File: src/verilog/lcei_regs.svh
// Register offsets, field positions and reset values of the logic cell block
`ifndef LCEI_REGS_SVH
`define LCEI_REGS_SVH

// ----------------------------------------
// Register offsets
// ----------------------------------------
`define LCEI_OFF_CELL_CTRL   4'h0
`define LCEI_OFF_POLARITY    4'h1
`define LCEI_OFF_SEL0        4'h2
`define LCEI_OFF_SEL1        4'h3
`define LCEI_OFF_SEL2        4'h4
`define LCEI_OFF_SEL3        4'h5
`define LCEI_OFF_GATE0       4'h6
`define LCEI_OFF_GATE1       4'h7
`define LCEI_OFF_GATE2       4'h8
`define LCEI_OFF_GATE3       4'h9
`define LCEI_OFF_MIRROR      4'hA
`define LCEI_OFF_IRQ_CTRL    4'hB
`define LCEI_OFF_PERIPH_IE   4'hC
`define LCEI_OFF_PERIPH_IF   4'hD

// ----------------------------------------
// Cell control, polarity and interrupt control field positions
// ----------------------------------------
`define LCEI_CTRL_ENABLE     7
`define LCEI_CTRL_OUT        5
`define LCEI_CTRL_RISE_IE    4
`define LCEI_CTRL_FALL_IE    3
`define LCEI_POL_OUT         7
`define LCEI_IRQ_GLOBAL      7
`define LCEI_IRQ_PERIPH      6

// ----------------------------------------
// Reset values
// ----------------------------------------
`define LCEI_RST_CTRL        8'h00
`define LCEI_RST_CFG         8'h00

`endif

File: src/verilog/lcei_pkg.sv
// Types shared by the logic cell edge interrupt block
package lcei_pkg;

    typedef struct packed {
        logic [3:0] addr;
        logic [7:0] wdata;
        logic       wr;
        logic       rd;
    } lcei_bus_req_t;

    typedef struct packed {
        logic       enable;
        logic       rise_irq_enable;
        logic       fall_irq_enable;
        logic [2:0] logic_function_select;
        logic [3:0] gate_polarity;
        logic       output_polarity;
    } lcei_cfg_t;

    typedef struct packed {
        logic prev_out;
        logic rise;
        logic fall;
    } lcei_edge_t;

endpackage

File: src/verilog/lcei_edge_det.sv
// Rising and falling edge detector watching the cell output
module lcei_edge_det
    import lcei_pkg::*;
(
    // Clock and reset
    input  wire logic ref_clk_i,
    input  wire logic rst_n_i,
    // Watched level
    input  wire logic enable_i,
    input  wire logic level_i,
    // Edge pulses
    output logic      rise_o,
    output logic      fall_o
);
    import lcei_pkg::*;

    lcei_edge_t st_q;
    lcei_edge_t st_d;

    always_comb
    begin
        st_d          = st_q;
        st_d.prev_out = level_i;
        st_d.rise     = enable_i & level_i & ~st_q.prev_out;
        st_d.fall     = enable_i & ~level_i & st_q.prev_out;
    end

    always_ff @(posedge ref_clk_i or negedge rst_n_i)
    begin
        if (!rst_n_i)
        begin
            st_q <= '0;
        end
        else
        begin
            st_q <= st_d;
        end
    end

    assign rise_o = st_q.rise;
    assign fall_o = st_q.fall;

    edge_rise_pulse_a: assert property (@(posedge ref_clk_i) disable iff (!rst_n_i)
        rise_o |=> !rise_o) else $error("rise pulse longer than a cycle");

    edge_disabled_a: assert property (@(posedge ref_clk_i) disable iff (!rst_n_i)
        !enable_i |=> !rise_o && !fall_o) else $error("edge while disabled");

endmodule // lcei_edge_det

File: src/verilog/lcei_gate.sv
// One data gate: selected inputs masked, ORed and polarity adjusted
module lcei_gate
    import lcei_pkg::*;
(
    // Inputs from the four selectors
    input  wire logic [3:0] data_i,
    // Gate configuration
    input  wire logic [7:0] gate_select_i,
    input  wire logic       gate_polarity_i,
    // Gate result
    output logic            gate_o
);
    import lcei_pkg::*;

    logic [7:0] terms;

    // True and complement of each input, each enabled by one select bit
    always_comb
    begin
        terms  = '0;
        for (int i = 0; i < 4; i++)
        begin
            terms[2*i]   = ~data_i[i] & gate_select_i[2*i];
            terms[2*i+1] = data_i[i] & gate_select_i[2*i+1];
        end
        gate_o = (|terms) ^ gate_polarity_i;
    end

endmodule // lcei_gate

File: src/verilog/lcei_cell.sv
// Logic cell with configuration registers and edge interrupt
`include "lcei_regs.svh"

module lcei_cell
    import lcei_pkg::*;
(
    // Clock and reset
    input  wire logic                 ref_clk_i,
    input  wire logic                 rst_n_i,
    // Register port
    input  wire lcei_pkg::lcei_bus_req_t bus_i,
    output logic [7:0]                rdata_o,
    // Cell input sources
    input  wire logic [31:0]          sources_i,
    // Cell result and interrupt
    output logic                      cell_output_bit_o,
    output logic                      irq_o
);
    import lcei_pkg::*;

    // ----------------------------------------
    // State
    // ----------------------------------------
    typedef struct packed {
        logic [7:0]      ctrl;
        logic [7:0]      pol;
        logic [3:0][4:0] sel;
        logic [3:0][7:0] gls;
        logic [1:0]      irqctl;
        logic            periph_irq_enable_reg;
        logic            flag;
        logic [7:0]      rdata;
        logic            out;
    } lcei_state_t;

    lcei_state_t st_q;
    lcei_state_t st_d;

    logic [3:0] data;
    logic [3:0] gate;
    logic       comb_out;
    logic       rise;
    logic       fall;
    logic       edge_set;
    logic       flag_clr;

    // ----------------------------------------
    // Datapath
    // ----------------------------------------
    // four input selectors
    always_comb
    begin
        for (int i = 0; i < 4; i++)
        begin
            data[i] = sources_i[st_q.sel[i]];
        end
    end

    for (genvar g = 0; g < 4; g++)
    begin : g_gate
        lcei_gate u_gate (
            .data_i          (data),
            .gate_select_i   (st_q.gls[g]),
            .gate_polarity_i (st_q.pol[g]),
            .gate_o          (gate[g])
        );
    end

    // Function encodings beyond AND/OR/XOR are a simple fixed set
    always_comb
    begin
        case (st_q.ctrl[2:0])
            3'h0:    comb_out = (gate[0] | gate[1]) ^ (gate[2] | gate[3]);
            3'h1:    comb_out = ^gate;
            3'h2:    comb_out = &gate;
            3'h3:    comb_out = (gate[0] & gate[1]) | (gate[2] & gate[3]);
            3'h4:    comb_out = |gate;
            3'h5:    comb_out = (gate[0] & gate[1]) ^ (gate[2] & gate[3]);
            3'h6:    comb_out = gate[0] & ~gate[1];
            default: comb_out = gate[0];
        endcase
    end

    lcei_edge_det u_edge (
        .ref_clk_i (ref_clk_i),
        .rst_n_i   (rst_n_i),
        .enable_i  (st_q.ctrl[`LCEI_CTRL_ENABLE]),
        .level_i   (st_q.out),
        .rise_o    (rise),
        .fall_o    (fall)
    );

    assign edge_set = (rise & st_q.ctrl[`LCEI_CTRL_RISE_IE]) | (fall & st_q.ctrl[`LCEI_CTRL_FALL_IE]);
    assign flag_clr = bus_i.wr && bus_i.addr == `LCEI_OFF_PERIPH_IF && !bus_i.wdata[0];

    // ----------------------------------------
    // Next state
    // ----------------------------------------
    always_comb
    begin
        st_d = st_q;
        // final output inversion; disabled cell reads low
        st_d.out = st_q.ctrl[`LCEI_CTRL_ENABLE] & (comb_out ^ st_q.pol[`LCEI_POL_OUT]);
        if (bus_i.wr)
        begin
            case (bus_i.addr)
                `LCEI_OFF_CELL_CTRL:  st_d.ctrl   = {bus_i.wdata[7:6], 1'b0, bus_i.wdata[4:0]};
                `LCEI_OFF_POLARITY:   st_d.pol    = {bus_i.wdata[7], 3'h0, bus_i.wdata[3:0]};
                `LCEI_OFF_SEL0:       st_d.sel[0] = bus_i.wdata[4:0];
                `LCEI_OFF_SEL1:       st_d.sel[1] = bus_i.wdata[4:0];
                `LCEI_OFF_SEL2:       st_d.sel[2] = bus_i.wdata[4:0];
                `LCEI_OFF_SEL3:       st_d.sel[3] = bus_i.wdata[4:0];
                `LCEI_OFF_GATE0:      st_d.gls[0] = bus_i.wdata;
                `LCEI_OFF_GATE1:      st_d.gls[1] = bus_i.wdata;
                `LCEI_OFF_GATE2:      st_d.gls[2] = bus_i.wdata;
                `LCEI_OFF_GATE3:      st_d.gls[3] = bus_i.wdata;
                `LCEI_OFF_IRQ_CTRL:   st_d.irqctl = bus_i.wdata[7:6];
                `LCEI_OFF_PERIPH_IE:  st_d.periph_irq_enable_reg    = bus_i.wdata[0];
                default:              st_d.periph_irq_enable_reg    = st_d.periph_irq_enable_reg;
            endcase
        end
        if (flag_clr)
        begin
            st_d.flag = 1'b0;
        end
        if (edge_set)
        begin
            st_d.flag = 1'b1;
        end
        st_d.rdata = '0;
        if (bus_i.rd)
        begin
            case (bus_i.addr)
                `LCEI_OFF_CELL_CTRL:  st_d.rdata = {st_q.ctrl[7:6], st_q.out, st_q.ctrl[4:0]};
                `LCEI_OFF_POLARITY:   st_d.rdata = st_q.pol;
                `LCEI_OFF_SEL0:       st_d.rdata = {3'h0, st_q.sel[0]};
                `LCEI_OFF_SEL1:       st_d.rdata = {3'h0, st_q.sel[1]};
                `LCEI_OFF_SEL2:       st_d.rdata = {3'h0, st_q.sel[2]};
                `LCEI_OFF_SEL3:       st_d.rdata = {3'h0, st_q.sel[3]};
                `LCEI_OFF_GATE0:      st_d.rdata = st_q.gls[0];
                `LCEI_OFF_GATE1:      st_d.rdata = st_q.gls[1];
                `LCEI_OFF_GATE2:      st_d.rdata = st_q.gls[2];
                `LCEI_OFF_GATE3:      st_d.rdata = st_q.gls[3];
                `LCEI_OFF_MIRROR:     st_d.rdata = {7'h00, st_q.out};
                `LCEI_OFF_IRQ_CTRL:   st_d.rdata = {st_q.irqctl, 6'h00};
                `LCEI_OFF_PERIPH_IE:  st_d.rdata = {7'h00, st_q.periph_irq_enable_reg};
                `LCEI_OFF_PERIPH_IF:  st_d.rdata = {7'h00, st_q.flag};
                default:              st_d.rdata = 8'h00;
            endcase
        end
    end

    // ----------------------------------------
    // Registers
    // ----------------------------------------
    always_ff @(posedge ref_clk_i or negedge rst_n_i)
    begin
        if (!rst_n_i)
        begin
            st_q      <= '0;
            st_q.ctrl <= `LCEI_RST_CTRL;
        end
        else
        begin
            st_q <= st_d;
        end
    end

    assign rdata_o           = st_q.rdata;
    assign cell_output_bit_o = st_q.out;
    assign irq_o = st_q.flag & st_q.periph_irq_enable_reg & st_q.ctrl[`LCEI_CTRL_ENABLE]
                 & st_q.irqctl[1] & st_q.irqctl[0];

    // ----------------------------------------
    // Checks
    // ----------------------------------------
    flag_set_edge_a: assert property (@(posedge ref_clk_i) disable iff (!rst_n_i)
        edge_set |=> st_q.flag) else $error("flag not set by enabled edge");

    set_wins_clear_a: assert property (@(posedge ref_clk_i) disable iff (!rst_n_i)
        edge_set && flag_clr |=> st_q.flag) else $error("clear beat set");

    flag_sticky_a: assert property (@(posedge ref_clk_i) disable iff (!rst_n_i)
        st_q.flag && !flag_clr |=> st_q.flag) else $error("flag dropped by itself");

    irq_gated_a: assert property (@(posedge ref_clk_i) disable iff (!rst_n_i)
        irq_o |-> st_q.periph_irq_enable_reg && st_q.irqctl == 2'h3 && st_q.ctrl[`LCEI_CTRL_ENABLE]) else $error("irq ungated");

    rise_gated_a: assert property (@(posedge ref_clk_i) disable iff (!rst_n_i)
        !st_q.flag && !(rise && st_q.ctrl[`LCEI_CTRL_RISE_IE])
        && !(fall && st_q.ctrl[`LCEI_CTRL_FALL_IE]) |=> !st_q.flag)
        else $error("flag set without enabled edge");

    rise_detect_a: assert property (@(posedge ref_clk_i) disable iff (!rst_n_i)
        st_q.ctrl[`LCEI_CTRL_ENABLE] && $rose(st_q.out) |=> rise) else $error("rise missed");

    out_pol_a: assert property (@(posedge ref_clk_i) disable iff (!rst_n_i)
        $past(st_q.ctrl[`LCEI_CTRL_ENABLE]) |-> st_q.out == ($past(comb_out) ^ $past(st_q.pol[7])))
        else $error("output polarity wrong");

    mirror_read_a: assert property (@(posedge ref_clk_i) disable iff (!rst_n_i)
        bus_i.rd && bus_i.addr == `LCEI_OFF_MIRROR |=> rdata_o[0] == $past(st_q.out))
        else $error("mirror wrong");

    disabled_idle_a: assert property (@(posedge ref_clk_i) disable iff (!rst_n_i)
        !st_q.ctrl[`LCEI_CTRL_ENABLE] |=> !rise && !fall) else $error("edge while disabled");

    // ----------------------------------------
    // Edge, flag, request, output and gate checks
    // ----------------------------------------
    fall_detect_a: assert property (@(posedge ref_clk_i) disable iff (!rst_n_i)
        st_q.ctrl[`LCEI_CTRL_ENABLE] && $fell(st_q.out) |=> fall)
        else $error("fall missed");

    edge_exclusive_a: assert property (@(posedge ref_clk_i) disable iff (!rst_n_i)
        !(rise && fall))
        else $error("rise and fall together");

    rise_sets_flag_a: assert property (@(posedge ref_clk_i) disable iff (!rst_n_i)
        rise && st_q.ctrl[`LCEI_CTRL_RISE_IE] |=> st_q.flag)
        else $error("enabled rise did not set flag");

    fall_sets_flag_a: assert property (@(posedge ref_clk_i) disable iff (!rst_n_i)
        fall && st_q.ctrl[`LCEI_CTRL_FALL_IE] |=> st_q.flag)
        else $error("enabled fall did not set flag");

    clear_alone_a: assert property (@(posedge ref_clk_i) disable iff (!rst_n_i)
        flag_clr && !edge_set |=> !st_q.flag)
        else $error("flag survived a plain clear");

    irq_raised_a: assert property (@(posedge ref_clk_i) disable iff (!rst_n_i)
        st_q.flag && st_q.periph_irq_enable_reg && st_q.irqctl == 2'h3 && st_q.ctrl[`LCEI_CTRL_ENABLE] |-> irq_o)
        else $error("request withheld with all enables set");

    irq_needs_flag_a: assert property (@(posedge ref_clk_i) disable iff (!rst_n_i)
        irq_o |-> st_q.flag)
        else $error("request without flag");

    out_disabled_a: assert property (@(posedge ref_clk_i) disable iff (!rst_n_i)
        !st_q.ctrl[`LCEI_CTRL_ENABLE] |=> !st_q.out)
        else $error("disabled cell output high");

    empty_gate_a: assert property (@(posedge ref_clk_i) disable iff (!rst_n_i)
        st_q.gls[0] == 8'h00 |-> gate[0] == st_q.pol[0])
        else $error("empty gate not at its polarity");

    // ----------------------------------------
    // Register port checks
    // ----------------------------------------
    mode_write_a: assert property (@(posedge ref_clk_i) disable iff (!rst_n_i)
        bus_i.wr && bus_i.addr == `LCEI_OFF_CELL_CTRL |=> st_q.ctrl[2:0] == $past(bus_i.wdata[2:0]))
        else $error("mode field not stored");

    edge_ie_write_a: assert property (@(posedge ref_clk_i) disable iff (!rst_n_i)
        bus_i.wr && bus_i.addr == `LCEI_OFF_CELL_CTRL |=>
            st_q.ctrl[`LCEI_CTRL_RISE_IE] == $past(bus_i.wdata[`LCEI_CTRL_RISE_IE])
            && st_q.ctrl[`LCEI_CTRL_FALL_IE] == $past(bus_i.wdata[`LCEI_CTRL_FALL_IE]))
        else $error("edge enables not stored");

    sel_write_a: assert property (@(posedge ref_clk_i) disable iff (!rst_n_i)
        bus_i.wr && bus_i.addr == `LCEI_OFF_SEL0 |=> st_q.sel[0] == $past(bus_i.wdata[4:0]))
        else $error("input select not stored");

    gate_write_a: assert property (@(posedge ref_clk_i) disable iff (!rst_n_i)
        bus_i.wr && bus_i.addr == `LCEI_OFF_GATE0 |=> st_q.gls[0] == $past(bus_i.wdata))
        else $error("gate select not stored");

    pol_write_a: assert property (@(posedge ref_clk_i) disable iff (!rst_n_i)
        bus_i.wr && bus_i.addr == `LCEI_OFF_POLARITY |=> st_q.pol[`LCEI_POL_OUT] == $past(bus_i.wdata[`LCEI_POL_OUT]))
        else $error("output polarity not stored");

    ctrl_read_out_a: assert property (@(posedge ref_clk_i) disable iff (!rst_n_i)
        bus_i.rd && bus_i.addr == `LCEI_OFF_CELL_CTRL |=> rdata_o[`LCEI_CTRL_OUT] == $past(st_q.out))
        else $error("control read lost output bit");

    rdata_idle_a: assert property (@(posedge ref_clk_i) disable iff (!rst_n_i)
        !bus_i.rd |=> rdata_o == 8'h00)
        else $error("read data outside read cycle");

endmodule // lcei_cell

File: config.mk
export PLATFORM = sky130hd
export DESIGN_NAME = lcei_cell
export DESIGN_NICKNAME = d
export VERILOG_FILES = /design/src/verilog/lcei_pkg.sv /design/src/verilog/lcei_edge_det.sv /design/src/verilog/lcei_gate.sv /design/src/verilog/lcei_cell.sv
export VERILOG_INCLUDE_DIRS = /design/src /design/src/verilog
export SDC_FILE = /design/constraint.sdc
export NUM_CORES = 1
export LEC_CHECK = 0
export ABC_CLOCK_PERIOD_IN_PS = 4300
export BUFFER_PORTS_ARGS = -buffer_cell sky130_fd_sc_hd__buf_2
export CAP_MARGIN = 20
export CORE_ASPECT_RATIO = 2
export CORE_UTILIZATION = 45
export DETAILED_ROUTE_END_ITERATION = 10
export GPL_ROUTABILITY_DRIVEN = 0
export PLACE_DENSITY_LB_ADDON = 0.1
export SYNTH_ARGS = -nofsm -noshare
export SYNTH_HDL_FRONTEND = slang
export SYNTH_SLANG_ARGS = --single-unit
File: constraint.sdc
create_clock -name ref_clk_i -period 4.3 [get_ports ref_clk_i]
set_input_delay 0.86 -clock ref_clk_i [delete_from_list [all_inputs] [get_ports ref_clk_i]]
set_output_delay 0.86 -clock ref_clk_i [all_outputs]
set_load 0.005 [all_outputs]
## Yosys cells after proc, flatten, opt, wreduce, memory -nomap -nowiden

Cells that the tools add are included.

- Register bits after elaboration: 80
- Logic and storage cells: 143
- Input bits: 48
- Output and inout bits: 10

- Eq/ne operators: 19
- Bitwise gates (word level): 64
- Muxes and demuxes: 13
- Reduce and logical (&&, ||, !) cells: 25
- $lt $le $gt $ge: 4

Operators with widths:

| kind | number |
|---|---|
| case mux 8 bit (14 select lines) | 1 |
| AND 1 bit | 46 |
| OR reduction 8 bit | 4 |
| equality test 4 bit, second input constant | 6 |
| < comparator 5 x 6 -> 1 bit, second input constant | 4 |
| AND reduction 2 bit | 12 |
| binary-select mux 1 bit (select 5 bit) | 4 |
| equality test 4 x 3 -> 1 bit, second input constant | 4 |
| equality test 3 bit, second input constant | 3 |
| equality test 4 x 2 -> 1 bit, second input constant | 2 |
| two-way mux 8 bit | 1 |
| NOT 1 bit | 7 |
| case mux 1 bit (7 select lines) | 1 |
| bitwise XOR 1 bit | 7 |
| equality test 3 x 2 -> 1 bit, second input constant | 2 |
| two-way mux 1 bit | 6 |
| equality test 4 x 1 -> 1 bit, second input constant | 1 |
| zero test 4 bit | 1 |
| bitwise OR 1 bit | 4 |
| AND reduction 4 bit | 1 |
| OR reduction 4 bit | 1 |
| XOR reduction 4 bit | 1 |
| equality test 3 x 1 -> 1 bit, second input constant | 1 |
| zero test 3 bit | 1 |
| other kinds (3) | 4 |

## Longest topological paths before layout

- Depth in word-level cells: 11
- Depth in mapped cells: 21
- Gate-level depth less buffers: 19

## Modules after synthesis

A second synthesis with hierarchy kept.

- Cell total of the unflattened synthesis: 508
- Area, all modules: 5460.2 um2

Modules (own cells, without submodules):

| module | instances | area an instance (um2) | cells an instance | sequential area each (um2) |
|---|---|---|---|---|
| lcei_cell | 1 | 5147.4 | 479 | 1926.8 |
| lcei_gate | 4 | 55.1 | 6 | 0.0 |
| lcei_edge_det | 1 | 92.6 | 5 | 75.1 |

## Worst setup path after synthesis

No wires, ideal clock.

- Path kind: input to register
- Start: input port sources_i[3]
- End: register st_q, in the netlist cell_output_bit_o
- Setup slack: -73 ps
- Path buffers: 1
- Arrival time: 4235 ps
- Data required time: 4161 ps
- Setup time: 139 ps
- Stages: 18
- Cell sequence: mux4_2 > o22ai_1 > nor4_1 > nor4_2 > mux2i_1 > and4_1 > buf_4 > xnor2_1 > inv_1 > ha_1 > ha_1 > nor2_1 > a211oi_1 > a31oi_1 > o22ai_1 > nand4b_1 > mux2i_1 > or4_1

RTL lines:

| element | line | text |
|---|---|---|
| start: declaration | lcei_cell.sv:14 | `input wire logic [31:0] sources_i,` |
| end signal: assignment | lcei_cell.sv:165 | `st_q <= st_d;` |
| end: declaration | lcei_cell.sv:36 | `lcei_state_t st_q;` |

==> flow_metrics.tcl <==
set metrics [dict create \
    ys.flop_type "dfrtp_1" \
    drt-wirelength-per-cell_um 25.4 \
    skew_ps 8.80 \
    yosys_warnings 0 \
    die_w_um 79.7 \
    die-area_um2 12600 \
    area_growth_pct 22.3 \
    viasPerCell 6.25 \
    diodes 0 \
    cts_made_buffers 9 \
    slew_viol_final 0 \
    routed_wl_um 18900 \
    synthTopCellsByCount "80 x dfrtp_1, 76 x mux2_2, 71 x mux2i_1, 38 x nor2_1, 29 x nand2_1" \
    netlist_area_um2 5440 \
    worst_slew_pin_slew_ps 894 \
    syn-num-nets 570 \
    worstSetupStartpointType "input pin" \
    total_power_w 0.00344 \
    period_minus_slack_ps 4350 \
    irDropWorstVdd_mv 0.341 \
    synthXorXnorAreaFrac_pct 0.806 \
    syn-instance-count 514 \
    root_buffer "clkbuf_16" \
    grt_pass1_wl_um 28700 \
    powerDensity_nw_per_um2 518 \
    hp-class "input pin to async pin" \
    yosysMostFrequentCell "dfrtp_1" \
    cts_tree "done" \
    grt_max_degree 81 \
    row_count 56 \
    drcViolationCount 0 \
    synthMuxAreaShare_pct 33.4 \
    dr.pass1.iters 4 \
    avgSynthCellArea_um2 10.6 \
    io_buffer_count 57 \
    cts-root-to-sink-buffers 2 \
    path_clk_slew_ps 60 \
    drive_gt1_share_pct 40.6 \
    grt_setup_unrepaired "yes" \
    async_flop_share_pct 100 \
    drv_cap 0 \
    leakage_nw 2.93 \
    finalSetupViolCount 1 \
    ios 58 \
    grt.total_usage_pct 32.3 \
    synth_area_leaders "dfrtp_1 37%, mux2_2 16%, mux2i_1 13%" \
    coreArea_um2 11800 \
    hold_violations 0 \
    fin_ws_ps -46.6 \
    synth_top_family_by_area "multiplexers" \
    synth_compound_area_share_pct 8.45 \
    cp_max_fo 4 \
    arrival_ps 4550 \
    grt-ovfl-total 0 \
    synth_cell_types 51 \
    violations "negative setup slack" \
    min_period_over_period_pct 101 \
    antenna_found_initial 1 \
    clock-sinks 80 \
    status "complete, but fails checks" \
    first_global_vias 4909 \
    final_nets 649 \
    yosys.area_share.simple_pct 14.0 \
    htree_levels 3 \
    synth_top_area_share_pct 36.8 \
    synth_edf_count 0 \
    utilization_pct 56.5 \
    ant_nets 0 \
    vias 4642 \
    initial_core_util_pct 46.2 \
    ys_seq_area_share_pct 36.8 \
    yosys.area_share.adder_pct 1.84 \
    insertion_delay_ps 340 \
    crit_type "input pin to flop" \
    crit_required_ps 4510 \
    synth_seq_cells 80 \
    dp_hpwl_um 14400 \
    die_y_um 157 \
    drtIter0Drc 359 \
    slew_headroom_pct 40.2 \
    endpoint_kind "flop" \
    post-synth-top-area-cell "dfrtp_1" \
    timing.fmax_mhz 230 \
]
[stage by stage]
| step | hold slack (ps) | instances | setup TNS (ps) | instance area, um2 | worst slack (ps) |
|---|---|---|---|---|---|
| floorplan | 401 | 514 | 0 | 5450 | 37.7 |
| global placement | 409 | 723 | -622 | 6070 | -622 |
| detailed placement | 424 | 723 | -596 | 6070 | -596 |
| CTS | 434 | 740 | 0 | 6560 | 3.54 |
| global route | 381 | 743 | -155 | 6650 | -155 |
| finish | 376 | 743 | -46.6 | 6650 | -46.6 |
[flip-flops by register name (all words and copies together) (netlist names)]
| register | cells |
|---|---|
| cell_output_bit_o | 1 |
| rdata_o | 8 |
| st_q | 68 |
| u_edge.fall_o | 1 |
| u_edge.rise_o | 1 |
| u_edge.st_q | 1 |
[routing by layer]
| layer | track usage, % | vias up | part of all wire, % |
|---|---|---|---|
| met1 | 29.1 | 2285 | 32 |
| met3 | 6.26 | 89 | 4.4 |
| met5 | 0 | - | 0 |
| met2 | 58.7 | 202 | 53 |
| li1 | - | 2066 | - |
| met4 | 28.7 | 0 | 9.9 |
[area by class of cell]
class	instances	area, um2
clock buffer	10	239
multi-input combinational	384	3370
fill	1050	5120
sequential	80	2010
tap	145	181
timing repair buffer	109	746
clock inverter	6	72.6
inverter	9	33.8
[where the power goes]
group	internal (W)	switching, W
clock	0.000474	0.000322
sequential	0.000920	0.000283
combinational	0.000784	0.000663
[timing repair]
item,4_1_cts,5_1_grt
resized for setup,32,7
endpoints found under the hold margin,0,0
hold buffers,0,0
setup endpoints to repair,1,1
pin swaps,15,1
buffers inserted,2,2
[cell usage in the layout (no fill, tap or decap), drive strengths merged, types with 2 or more instances in the layout]
cell type	count
a311oi	3
clkbuf	10
xnor2	4
a32oi	4
inv	12
buf	109
nor4b	2
o22ai	11
nor3	10
o21ai	5
dfrtp	80
and3	4
a22oi	10
mux2i	71
nor4	6
nor2b	18
and4	4
clkinv	2
nand4b	3
nand2b	7
a211oi	6
a31oi	3
mux4	11
ha	8
nand3b	2
nand4	4
mux2	76
nor2	38
nand2	29
a21oi	14
a22o	3
nand3	15
[kinds of logic (layout without fill, tap and decap cells)]
group           after synthesis  in the layout
mux                         158            158
simple gates                147            147
flops                        80             80
compound gates               66             66
buf+inv                      50            134
fa+ha+maj                     8              8
xor+xnor                      5              5
[path summary, 6_finish.rpt]
kind                                startpoint                end  slack, ps  depth (start not counted)
worst max-delay path              sources_i[9]  cell_output_bit_o        -50                         18
worst min-delay path                   rst_n_i           st_q[28]        380                          1
worst max register to register        st_q[55]  cell_output_bit_o         30                         18
worst min register to register  u_edge.st_q[2]      u_edge.rise_o        430                          1
max in group asynchronous              rst_n_i           st_q[32]       3320                          2
min in group ref_clk_i          u_edge.st_q[2]      u_edge.rise_o        430                          1
[worst max-delay path, cell delays in order]
cell      delay (ps)
buf_2            120
mux4_2           470
mux2i_4          270
nor4b_4          100
nor4_4           250
buf_6            200
mux2i_4          260
and4_4           290
xnor2_4          140
inv_1             60
ha_2             190
ha_4             260
nor2_2            30
a211oi_1         180
a31oi_1           80
o22ai_2          230
nor2_1            60
or4_1            490
No activity file was read; power rests on OpenSTA's default activity.
